--- src/hdl/mar_pkg.sv ---
package mar_pkg;
    localparam int          NUM_AXES           = 4;
    localparam logic [11:0] ADDR_AXIS_MODE_3   = 12'h000;
    localparam logic [11:0] ADDR_GEN_OUT_BANK  = 12'h004;
    localparam logic [11:0] ADDR_INTERP_MODE   = 12'h008;
    localparam logic [11:0] ADDR_CMD_DATA_LOW  = 12'h00c;
    localparam logic [11:0] ADDR_CMD_DATA_HIGH = 12'h010;
    localparam logic [11:0] ADDR_MAIN_STATUS   = 12'h014;
    localparam logic [11:0] ADDR_AXIS_SELECT   = 12'h018;
    localparam logic [15:0] MODE3_WRITE_MASK   = 16'h0f9f;
    localparam logic [15:0] MODE3_RESET        = 16'h0000;
    localparam logic [15:0] GEN_OUT_RESET      = 16'h0000;
    localparam logic [15:0] INTERP_RESET       = 16'h0000;
    localparam int          M3_EXT_LO          = 3;
    localparam int          M3_OUTSEL          = 7;
    localparam int          M3_LEVEL_LO        = 8;
    localparam logic [1:0]  EXT_OFF            = 2'h0;
    localparam logic [1:0]  EXT_CONT           = 2'h1;
    localparam logic [1:0]  EXT_FIXED          = 2'h2;
    localparam logic [1:0]  EXT_MPG            = 2'h3;
    localparam logic [1:0]  VEC_BAD            = 2'h2;

    typedef struct packed {
        logic [1:0] master_axis_select;
        logic [1:0] second_axis_select;
        logic [1:0] third_axis_select;
        logic [1:0] vector_speed_mode;
        logic       external_step_mode;
        logic       command_step_mode;
        logic       interp_irq_enable;
        logic       pattern_irq_enable;
    } mar_interp_cfg_t;

    typedef struct packed {
        logic       cont_plus;
        logic       cont_minus;
        logic       fixed_plus;
        logic       fixed_minus;
    } mar_ext_req_t;
endpackage

--- src/hdl/mar_regs.sv ---
// The implementer's own choices: the APB slave port and the register addresses.
`timescale 1ns/1ps
// Functional notes
// - external drive field selects input behaviour
// - continuous mode drives while input low
// - fixed mode starts on falling edge
// - mpg mode: edges of plus start drives
// - select zero: upper outputs follow level bits
// - select one: compare results on outputs 4,5
// - select one: accel/decel on outputs 6,7
// - level bit zero low, one high
// - mode three resets zero, reserved written zero
// - output bank drives four outputs per axis
// - axis assignment codes in interpolation register
// - vector speed code ten not permitted
// - bits eleven, twelve select single-step pacing
// - bits fourteen, fifteen enable interpolation interrupts
// - command data split low and high words
// - drive flag covers in-position wait
// - error flag ORs status error bits
// - interpolation drive flag while pulsing
// - next-node ready flag reported
// - circular zone reported in three bits
// - pattern stack count reported
module mar_regs
    import mar_pkg::*;
#(
    parameter int NAXES = NUM_AXES
) (
    input  wire logic                  pclk,
    input  wire logic                  presetn,
    input  wire logic                  psel,
    input  wire logic                  penable,
    input  wire logic                  pwrite,
    input  wire logic [11:0]           paddr,
    input  wire logic [31:0]           pwdata,
    output logic      [31:0]           prdata,
    output logic                       pready,
    output logic                       pslverr,
    input  wire logic [NAXES-1:0]      ext_plus_drive_input_n,
    input  wire logic [NAXES-1:0]      ext_minus_drive_input_n,
    input  wire logic [NAXES-1:0]      pos_ge_plus_cmp,
    input  wire logic [NAXES-1:0]      pos_lt_minus_cmp,
    input  wire logic [NAXES-1:0]      axis_accel,
    input  wire logic [NAXES-1:0]      axis_decel,
    input  wire logic [NAXES-1:0]      axis_pulsing,
    input  wire logic [NAXES-1:0]      home_search_busy,
    input  wire logic [NAXES-1:0]      inpos_check_en,
    input  wire logic [NAXES-1:0]      in_position_input,
    input  wire logic [NAXES*6-1:0]    axis_err_bits,
    input  wire logic [NAXES*4-1:0]    axis_finish_err_bits,
    input  wire logic                  interp_pulsing,
    input  wire logic                  next_node_ready,
    input  wire logic [2:0]            circle_zone,
    input  wire logic [1:0]            pattern_stack_count,
    output mar_ext_req_t [NAXES-1:0]   ext_req,
    output logic [NAXES*4-1:0]         upper_axis_outputs,
    output logic [15:0]                lower_axis_outputs,
    output mar_interp_cfg_t            interp_cfg,
    output logic [31:0]                command_data,
    output logic                       cmd_low_written,
    output logic                       cmd_high_written
);
    logic [15:0]       mode3_q [NAXES];
    logic [15:0]       gen_out_q;
    logic [15:0]       interp_q;
    logic [15:0]       cmd_low_q;
    logic [15:0]       cmd_high_q;
    logic [1:0]        axis_sel_q;
    logic [NAXES-1:0]  plus_prev_q;
    logic [NAXES-1:0]  minus_prev_q;
    logic [NAXES-1:0]  drv_hold_q;
    logic [NAXES-1:0]  axis_driving_flag;
    logic [NAXES-1:0]  axis_err_flag;
    logic [15:0]       main_status;
    logic              wr_en;
    logic              rd_en;
    logic              addr_ok;

    function automatic logic addr_hit(input logic [11:0] a, input logic [11:0] r);
        addr_hit = (a == r);
    endfunction

    assign wr_en   = psel && penable && pwrite;
    assign rd_en   = psel && penable && !pwrite;
    assign pready  = 1'b1;
    assign addr_ok = addr_hit(paddr, ADDR_AXIS_MODE_3) || addr_hit(paddr, ADDR_GEN_OUT_BANK)
                  || addr_hit(paddr, ADDR_INTERP_MODE) || addr_hit(paddr, ADDR_CMD_DATA_LOW)
                  || addr_hit(paddr, ADDR_CMD_DATA_HIGH) || addr_hit(paddr, ADDR_MAIN_STATUS)
                  || addr_hit(paddr, ADDR_AXIS_SELECT);
    assign pslverr = psel && penable && !addr_ok;

    always_ff @(posedge pclk or negedge presetn) begin
        if (!presetn) begin
            axis_sel_q <= 2'h0;
        end else if (wr_en && addr_hit(paddr, ADDR_AXIS_SELECT)) begin
            axis_sel_q <= pwdata[1:0];
        end
    end

    genvar g;
    generate
        for (g = 0; g < NAXES; g++) begin : g_axis
            logic [1:0] ext_mode;
            logic       plus_fall;
            logic       plus_rise;
            logic       minus_fall;

            always_ff @(posedge pclk or negedge presetn) begin
                if (!presetn) begin
                    mode3_q[g] <= MODE3_RESET;
                end else if (wr_en && addr_hit(paddr, ADDR_AXIS_MODE_3) && axis_sel_q == 2'(g)) begin
                    mode3_q[g] <= pwdata[15:0] & MODE3_WRITE_MASK;
                end
            end

            always_ff @(posedge pclk or negedge presetn) begin
                if (!presetn) begin
                    plus_prev_q[g]  <= 1'b1;
                    minus_prev_q[g] <= 1'b1;
                end else begin
                    plus_prev_q[g]  <= ext_plus_drive_input_n[g];
                    minus_prev_q[g] <= ext_minus_drive_input_n[g];
                end
            end

            assign ext_mode   = mode3_q[g][M3_EXT_LO+1:M3_EXT_LO];
            assign plus_fall  = plus_prev_q[g] && !ext_plus_drive_input_n[g];
            assign plus_rise  = !plus_prev_q[g] && ext_plus_drive_input_n[g];
            assign minus_fall = minus_prev_q[g] && !ext_minus_drive_input_n[g];

            always_comb begin
                ext_req[g] = '0;
                case (ext_mode)
                    EXT_CONT: begin
                        ext_req[g].cont_plus  = !ext_plus_drive_input_n[g];
                        ext_req[g].cont_minus = !ext_minus_drive_input_n[g];
                    end
                    EXT_FIXED: begin
                        ext_req[g].fixed_plus  = plus_fall;
                        ext_req[g].fixed_minus = minus_fall;
                    end
                    // mpg edges, minus low; falling taken as minus
                    EXT_MPG: begin
                        ext_req[g].fixed_plus  = plus_rise && !ext_minus_drive_input_n[g];
                        ext_req[g].fixed_minus = plus_fall && !ext_minus_drive_input_n[g];
                    end
                    default: ext_req[g] = '0;
                endcase
            end

            // general purpose levels level polarity compare accel decel
            always_ff @(posedge pclk or negedge presetn) begin
                if (!presetn) begin
                    upper_axis_outputs[g*4 +: 4] <= 4'h0;
                end else if (mode3_q[g][M3_OUTSEL]) begin
                    upper_axis_outputs[g*4 +: 4] <= {axis_decel[g] && axis_pulsing[g],
                                                     axis_accel[g] && axis_pulsing[g],
                                                     pos_lt_minus_cmp[g], pos_ge_plus_cmp[g]};
                end else begin
                    upper_axis_outputs[g*4 +: 4] <= mode3_q[g][M3_LEVEL_LO+3:M3_LEVEL_LO];
                end
            end

            always_ff @(posedge pclk or negedge presetn) begin
                if (!presetn) begin
                    drv_hold_q[g] <= 1'b0;
                end else if (axis_pulsing[g] || home_search_busy[g]) begin
                    drv_hold_q[g] <= inpos_check_en[g];
                end else if (in_position_input[g]) begin
                    drv_hold_q[g] <= 1'b0;
                end
            end
            assign axis_driving_flag[g] = axis_pulsing[g] || home_search_busy[g] || drv_hold_q[g];

            assign axis_err_flag[g] = |axis_err_bits[g*6 +: 6] || |axis_finish_err_bits[g*4 +: 4];

            property p_upper_gp;
                @(posedge pclk) disable iff (!presetn)
                !mode3_q[g][M3_OUTSEL] |=> upper_axis_outputs[g*4 +: 4] == $past(mode3_q[g][11:8]);
            endproperty
            a_upper_gp: assert property (p_upper_gp) else $error("gp upper outputs wrong");

            property p_cmp_out;
                @(posedge pclk) disable iff (!presetn)
                mode3_q[g][M3_OUTSEL] |=> upper_axis_outputs[g*4] == $past(pos_ge_plus_cmp[g])
                                        && upper_axis_outputs[g*4+1] == $past(pos_lt_minus_cmp[g]);
            endproperty
            a_cmp_out: assert property (p_cmp_out) else $error("compare outputs wrong");

            property p_status_out;
                @(posedge pclk) disable iff (!presetn)
                mode3_q[g][M3_OUTSEL] |=>
                    upper_axis_outputs[g*4+2] == ($past(axis_accel[g]) && $past(axis_pulsing[g]))
                    && upper_axis_outputs[g*4+3] == ($past(axis_decel[g]) && $past(axis_pulsing[g]));
            endproperty
            a_status_out: assert property (p_status_out) else $error("drive status outputs wrong");

            property p_fixed_fall;
                @(posedge pclk) disable iff (!presetn)
                (ext_mode == EXT_FIXED && $fell(ext_plus_drive_input_n[g])) |-> ext_req[g].fixed_plus;
            endproperty
            a_fixed_fall: assert property (p_fixed_fall) else $error("fixed plus start missed");

            property p_fixed_minus;
                @(posedge pclk) disable iff (!presetn)
                (ext_mode == EXT_FIXED && $fell(ext_minus_drive_input_n[g])) |-> ext_req[g].fixed_minus;
            endproperty
            a_fixed_minus: assert property (p_fixed_minus) else $error("fixed minus start missed");

            property p_cont;
                @(posedge pclk) disable iff (!presetn)
                ext_mode == EXT_CONT |-> ext_req[g].cont_minus == !ext_minus_drive_input_n[g];
            endproperty
            a_cont: assert property (p_cont) else $error("continuous minus wrong");

            property p_off;
                @(posedge pclk) disable iff (!presetn)
                ext_mode == EXT_OFF |-> ext_req[g] == '0;
            endproperty
            a_off: assert property (p_off) else $error("disabled mode requested drive");

            property p_mpg;
                @(posedge pclk) disable iff (!presetn)
                (ext_mode == EXT_MPG && ext_minus_drive_input_n[g]) |-> !ext_req[g].fixed_plus;
            endproperty
            a_mpg: assert property (p_mpg) else $error("mpg drive without minus low");

            property p_mpg_rise;
                @(posedge pclk) disable iff (!presetn)
                (ext_mode == EXT_MPG && !ext_minus_drive_input_n[g] && $rose(ext_plus_drive_input_n[g]))
                    |-> ext_req[g].fixed_plus;
            endproperty
            a_mpg_rise: assert property (p_mpg_rise) else $error("mpg plus start missed");

            property p_reserved;
                @(posedge pclk) disable iff (!presetn)
                (mode3_q[g] & ~MODE3_WRITE_MASK) == 16'h0000;
            endproperty
            a_reserved: assert property (p_reserved) else $error("reserved mode bits set");

            property p_drv;
                @(posedge pclk) disable iff (!presetn)
                (axis_pulsing[g] && inpos_check_en[g]) ##1 (!axis_pulsing[g] && !home_search_busy[g]
                    && !in_position_input[g]) |-> axis_driving_flag[g];
            endproperty
            a_drv: assert property (p_drv) else $error("drive flag dropped before in position");
        end
    endgenerate

    always_ff @(posedge pclk or negedge presetn) begin
        if (!presetn) begin
            gen_out_q <= GEN_OUT_RESET;
        end else if (wr_en && addr_hit(paddr, ADDR_GEN_OUT_BANK)) begin
            gen_out_q <= pwdata[15:0];
        end
    end
    assign lower_axis_outputs = gen_out_q;

    // axis codes code ten kept off step pacing irq enables
    always_ff @(posedge pclk or negedge presetn) begin
        if (!presetn) begin
            interp_q <= INTERP_RESET;
        end else if (wr_en && addr_hit(paddr, ADDR_INTERP_MODE)) begin
            interp_q <= pwdata[15:0];
            if (pwdata[9:8] == VEC_BAD) begin
                interp_q[9:8] <= 2'h0;
            end
        end
    end
    assign interp_cfg.master_axis_select = interp_q[1:0];
    assign interp_cfg.second_axis_select = interp_q[3:2];
    assign interp_cfg.third_axis_select  = interp_q[5:4];
    assign interp_cfg.vector_speed_mode  = interp_q[9:8];
    assign interp_cfg.external_step_mode = interp_q[11];
    assign interp_cfg.command_step_mode  = interp_q[12];
    assign interp_cfg.interp_irq_enable  = interp_q[14];
    assign interp_cfg.pattern_irq_enable = interp_q[15];

    // words in either order; left to software
    always_ff @(posedge pclk or negedge presetn) begin
        if (!presetn) begin
            cmd_low_q        <= 16'h0000;
            cmd_high_q       <= 16'h0000;
            cmd_low_written  <= 1'b0;
            cmd_high_written <= 1'b0;
        end else begin
            cmd_low_written  <= wr_en && addr_hit(paddr, ADDR_CMD_DATA_LOW);
            cmd_high_written <= wr_en && addr_hit(paddr, ADDR_CMD_DATA_HIGH);
            if (wr_en && addr_hit(paddr, ADDR_CMD_DATA_LOW)) begin
                cmd_low_q <= pwdata[15:0];
            end
            if (wr_en && addr_hit(paddr, ADDR_CMD_DATA_HIGH)) begin
                cmd_high_q <= pwdata[15:0];
            end
        end
    end
    assign command_data = {cmd_high_q, cmd_low_q};

    // interp flag ready zone stack count
    assign main_status = {1'b0, pattern_stack_count, circle_zone, next_node_ready, interp_pulsing,
                          axis_err_flag[3:0], axis_driving_flag[3:0]};

    // write-only registers read as zero; only status and axis select are observable
    always_ff @(posedge pclk or negedge presetn) begin
        if (!presetn) begin
            prdata <= 32'h0000_0000;
        end else if (psel && !penable && !pwrite) begin
            if (addr_hit(paddr, ADDR_MAIN_STATUS)) begin
                prdata <= {16'h0000, main_status};
            end else if (addr_hit(paddr, ADDR_AXIS_SELECT)) begin
                prdata <= {30'h0, axis_sel_q};
            end else begin
                prdata <= 32'h0000_0000;
            end
        end
    end

    property p_gen_out;
        @(posedge pclk) disable iff (!presetn)
        (wr_en && addr_hit(paddr, ADDR_GEN_OUT_BANK)) |=> lower_axis_outputs == $past(pwdata[15:0]);
    endproperty
    a_gen_out: assert property (p_gen_out) else $error("output bank not updated");

    property p_vec;
        @(posedge pclk) disable iff (!presetn)
        interp_cfg.vector_speed_mode != VEC_BAD;
    endproperty
    a_vec: assert property (p_vec) else $error("forbidden vector speed code");

    property p_cmd;
        @(posedge pclk) disable iff (!presetn)
        (wr_en && addr_hit(paddr, ADDR_CMD_DATA_HIGH)) |=> command_data[31:16] == $past(pwdata[15:0]);
    endproperty
    a_cmd: assert property (p_cmd) else $error("high command word lost");

    property p_idrv;
        @(posedge pclk) disable iff (!presetn)
        (rd_en && addr_hit(paddr, ADDR_MAIN_STATUS)) |-> prdata[8] == $past(interp_pulsing)
            && prdata[14:13] == $past(pattern_stack_count);
    endproperty
    a_idrv: assert property (p_idrv) else $error("status field mismatch");

    property p_zone;
        @(posedge pclk) disable iff (!presetn)
        (rd_en && addr_hit(paddr, ADDR_MAIN_STATUS)) |-> prdata[12:10] == $past(circle_zone)
            && prdata[9] == $past(next_node_ready);
    endproperty
    a_zone: assert property (p_zone) else $error("zone or next node field mismatch");

    property p_err;
        @(posedge pclk) disable iff (!presetn)
        (rd_en && addr_hit(paddr, ADDR_MAIN_STATUS)) |->
            prdata[4] == (|$past(axis_err_bits[5:0]) || |$past(axis_finish_err_bits[3:0]));
    endproperty
    a_err: assert property (p_err) else $error("axis error flag mismatch");

    property p_interp_axes;
        @(posedge pclk) disable iff (!presetn)
        (wr_en && addr_hit(paddr, ADDR_INTERP_MODE)) |=>
            interp_cfg.master_axis_select == $past(pwdata[1:0])
            && interp_cfg.second_axis_select == $past(pwdata[3:2])
            && interp_cfg.third_axis_select == $past(pwdata[5:4]);
    endproperty
    a_interp_axes: assert property (p_interp_axes) else $error("axis assignment not stored");

    property p_step_mode;
        @(posedge pclk) disable iff (!presetn)
        (wr_en && addr_hit(paddr, ADDR_INTERP_MODE)) |=> interp_cfg.external_step_mode == $past(pwdata[11])
            && interp_cfg.command_step_mode == $past(pwdata[12]);
    endproperty
    a_step_mode: assert property (p_step_mode) else $error("step mode bits not stored");
endmodule

--- config.mk ---
export PLATFORM = sky130hd
export DESIGN_NAME = mar_regs
export DESIGN_NICKNAME = d
export VERILOG_FILES = /design/src/hdl/mar_pkg.sv /design/src/hdl/mar_regs.sv
export SDC_FILE = /design/constraint.sdc
export NUM_CORES = 1
export LEC_CHECK = 0
export BUFFER_PORTS_ARGS = -buffer_cell sky130_fd_sc_hd__buf_2
export CAP_MARGIN = 10
export CORE_MARGIN = 8
export CORE_UTILIZATION = 42
export DETAILED_ROUTE_END_ITERATION = 7
export PLACE_DENSITY_LB_ADDON = 0.25
export REMOVE_ABC_BUFFERS = 1
export SYNTH_ARGS = -nofsm -noshare
export SYNTH_HDL_FRONTEND = slang
export SYNTH_SLANG_ARGS = --single-unit
--- constraint.sdc ---
create_clock -name pclk -period 2.7 [get_ports pclk]
set_input_delay 0.135 -clock pclk [delete_from_list [all_inputs] [get_ports pclk]]
set_output_delay 0.135 -clock pclk [all_outputs]
set_load 0.02 [all_outputs]
==> out/results.txt <==
Setup Fix Bufs, Post-CTS: 0
Most area-consuming cells after synthesis: dfrtp_1 (56%), mux2_2 (19%), dfstp_2 (3.7%), buf_4 (2.5%), a22o_1 (2.0%)
Nets: 837
Met2 WL: 8030 um
Largest stage delay, worst path: 0.61 ns
Wl on met1: 6400 um
Pre-antenna DRT Iters: 4
Final core utilization: 60.7%
Crit. End Element: register
Final Max Slew Viols: 0
Synth Warn #: 0
Worst slew pin tran: 0.759 ns
Clock sinks: 135
PostCTS Resize Cnt: 0
Top Ports: 264
GP Congestion: 0.770
Reg clk slew, reported paths: 0.06 ns
First-pass GRT wire length: 26400 um
TritonCTS clock tree: built
Critical Path AT: 2.18 ns
Max Cap Viol: 0
Vias in the first global route: 4887
Worst setup path class: primary input to register
CTS Buffer Depth: 2
Largest net degree at the start of global routing: 74
Status: complete, no violations
Via/cell ratio: 4.89
WL final: 16100 um
Max frequency: 530 MHz
EDFF count, synth: 0
Final Hold Viols: 0
Delay-heaviest family, CP: simple AND/OR/NAND/NOR gates
Synth top area share: 56.5%
Die X: 132 um
Die ar.: 0.0174 mm2
Core footprint: 0.0132 mm2
Post-cts hold buffer count: 49
Leading area contributor after synthesis: dfrtp_1
Layout-stage area growth over the synthesis result: 42.4%
DRT iter0 DRCs: 131
Post-Synthesis Cells: 411
Setup crit start kind: primary input
Leakage power: 0.00440 uW
TNS Setup: 0 ns
Total number of vias: 4353
Die Height: 132 um
Worst-path fanout max: 16
Final Total Pwr: 4670 uW
DP HPWL: 11500 um
Sequential-to-total area share from yosys stat: 60.2%
Slew headroom: 49.0%
Ys async rst share: 100%
HP Class: primary input to register
Tcrit/Tclk final: 69.9%
DR WL/cell: 18.1 um
Worst Path Buf+Inv: 2
CTS root buf: clkbuf_16
Unrepaired setup endpoints after global routing: no
Clk_lat worst skew: 0.41 ns
Top Metal Used: met5
PortBufs: 229
Final Instance Count excl. Fillers: 890
CP Data Required Time: 2.99 ns
Slowest CP cell: or4_1
Hold Path Cell Cnt: 3
Worst reg-to-reg path cell count: 3
Filler cells: 1051
Synth Register Bits: 135
Met3 WL: 1480 um
Rows: 42
Synth cell types: 38
Grt ovf: 0
Maximum ir drop on the vdd rail: 0.514 mV
Initial antenna violation count: 1
Starting density of the core: 42.7%
Fraction of layout cells with a size suffix above 1: 52.8%
Cell area after synthesis: 0.00563 mm2
Final setup violation count: 0
Placed cells: 809
DR DRC count: 0
Power density cells: 583 mW/mm2
Ant. Diodes: 0
Syn avg cell area: 13.7 um2
H-tree depth: 4
Levels on crit path: 6
TritonCTS Buffers: 17
Clock Skews: 0.00398 ns
Fin crit period: 1.89 ns
Total GRT Usage: 19.1%
Synth Flop Type: dfrtp_1
Worst path cell trace: buf_2 -> or4_4 -> or4_1 -> nor4_4 -> buf_12 -> mux2_2
ANT nets after route: 0
[worst register-to-register path, stage by stage, from the launching register on]
cell	delay, ns
dfrtp_1	0.34
inv_1	0.04
o41ai_1	0.34
dlygate4sd3_1	0.61
[power breakdown]
group	internal, uW	switching, uW	total, uW	leakage, uW
registers	2040	5.37	2050	0.00185
clock network	1520	820	2340	0.000301
logic	131	158	289	0.00225
[synthesized netlist by cell type (all sizes together), types with 3 or more instances]
| cell | instances |
|---|---|
| clkbuf | 3 |
| nand2b | 5 |
| nand2 | 7 |
| o41ai | 4 |
| o21ai | 12 |
| buf | 25 |
| dfstp | 8 |
| or4 | 3 |
| inv | 15 |
| mux2 | 97 |
| nor2 | 19 |
| a22o | 13 |
| nor4 | 11 |
| or3 | 3 |
| dfrtp | 127 |
| nor3b | 7 |
| mux2i | 8 |
| nor3 | 5 |
| nand3 | 15 |
| nor2b | 9 |
[registers in the layout, indices dropped and copies added (netlist names)]
signal and flops:
mode3_q 20, cmd_high_q 16, cmd_low_q 16, lower_axis_outputs 16, upper_axis_outputs 16, prdata 15
interp_q 12, g_axis.ext_mode 8, drv_hold_q 4, minus_prev_q 4, plus_prev_q 4, axis_sel_q 2
cmd_high_written 1, cmd_low_written 1
[routing by layer]
layer	global-route usage (%)	vias to the layer above
li1	-	2017
met1	20.8	2148
met2	32.3	168
met3	9.03	18
met4	5.74	2
met5	0	-
[cells by family (layout without fill, tap and decap cells)]
kind of cell / Yosys count / count (layout) / synth area share [%]
DFF: 135 / 135 / 60.2
muxes: 105 / 105 / 20.8
and+or+nand+nor: 91 / 91 / 9.83
buffers and inverters: 43 / 330 / 4.60
AOI/OAI and AO/OA: 35 / 35 / 4.40
other: 2 / 18 / 0.133
[through the flow]
stage                     hold WS (ns)  instance area (um2)  setup WS, ns
after floorplan                 -0.161                 5490         0.333
after global placement           0.150                 6920         0.422
after detailed placement         0.151                 6920         0.392
after CTS                     0.000965                 8010         0.837
after global routing           0.00850                 8010         0.770
final                           0.0278                 8010         0.812
[path summary, 6_finish.rpt]
check / startpoint / end / slack, ns
worst max register to register: drv_hold_q[1] / drv_hold_q[1] / 1.30
worst min register to register: prdata[0] / prdata[0] / 0.48
worst min-delay path: axis_pulsing[3] / upper_axis_outputs[14] / 0.03
max in group asynchronous: presetn / minus_prev_q[2] / 1.59
min in group asynchronous: presetn / upper_axis_outputs[8] / 0.26
worst max-delay path: paddr[0] / cmd_high_q[8] / 0.81
[layout by cell type, fill, tap and decap left out, types with 4 or more instances in the layout]
| master | n |
|---|---|
| dlygate4sd3_1 | 49 |
| nor2_1 | 19 |
| dfstp_2 | 8 |
| clkbuf_16 | 17 |
| dfrtp_1 | 127 |
| mux2i_1 | 8 |
| nor3_1 | 5 |
| inv_1 | 15 |
| nand2_1 | 6 |
| clkinv_2 | 5 |
| o21ai_0 | 12 |
| nor4_1 | 9 |
| buf_2 | 228 |
| mux2_2 | 97 |
| conb_1 | 18 |
| a22o_1 | 13 |
| o41ai_1 | 4 |
| nor3b_1 | 7 |
| nor2b_1 | 9 |
| nand2b_1 | 5 |
| nand3_1 | 14 |
[layout make-up]
type | count | area [um2] | share of cell area [%]
Timing Repair Buffer | 283 | 1710 | 21.3
Multi-Input combinational cell | 249 | 2040 | 25.5
Sequential cell | 135 | 3390 | 42.3
Inverter | 15 | 56.3 | 0.703
Clock inverter | 9 | 124 | 1.55
Clock buffer | 23 | 478 | 5.97
Tap cell | 176 | 220 | 2.75
No activity file was read; power rests on OpenSTA's default activity.
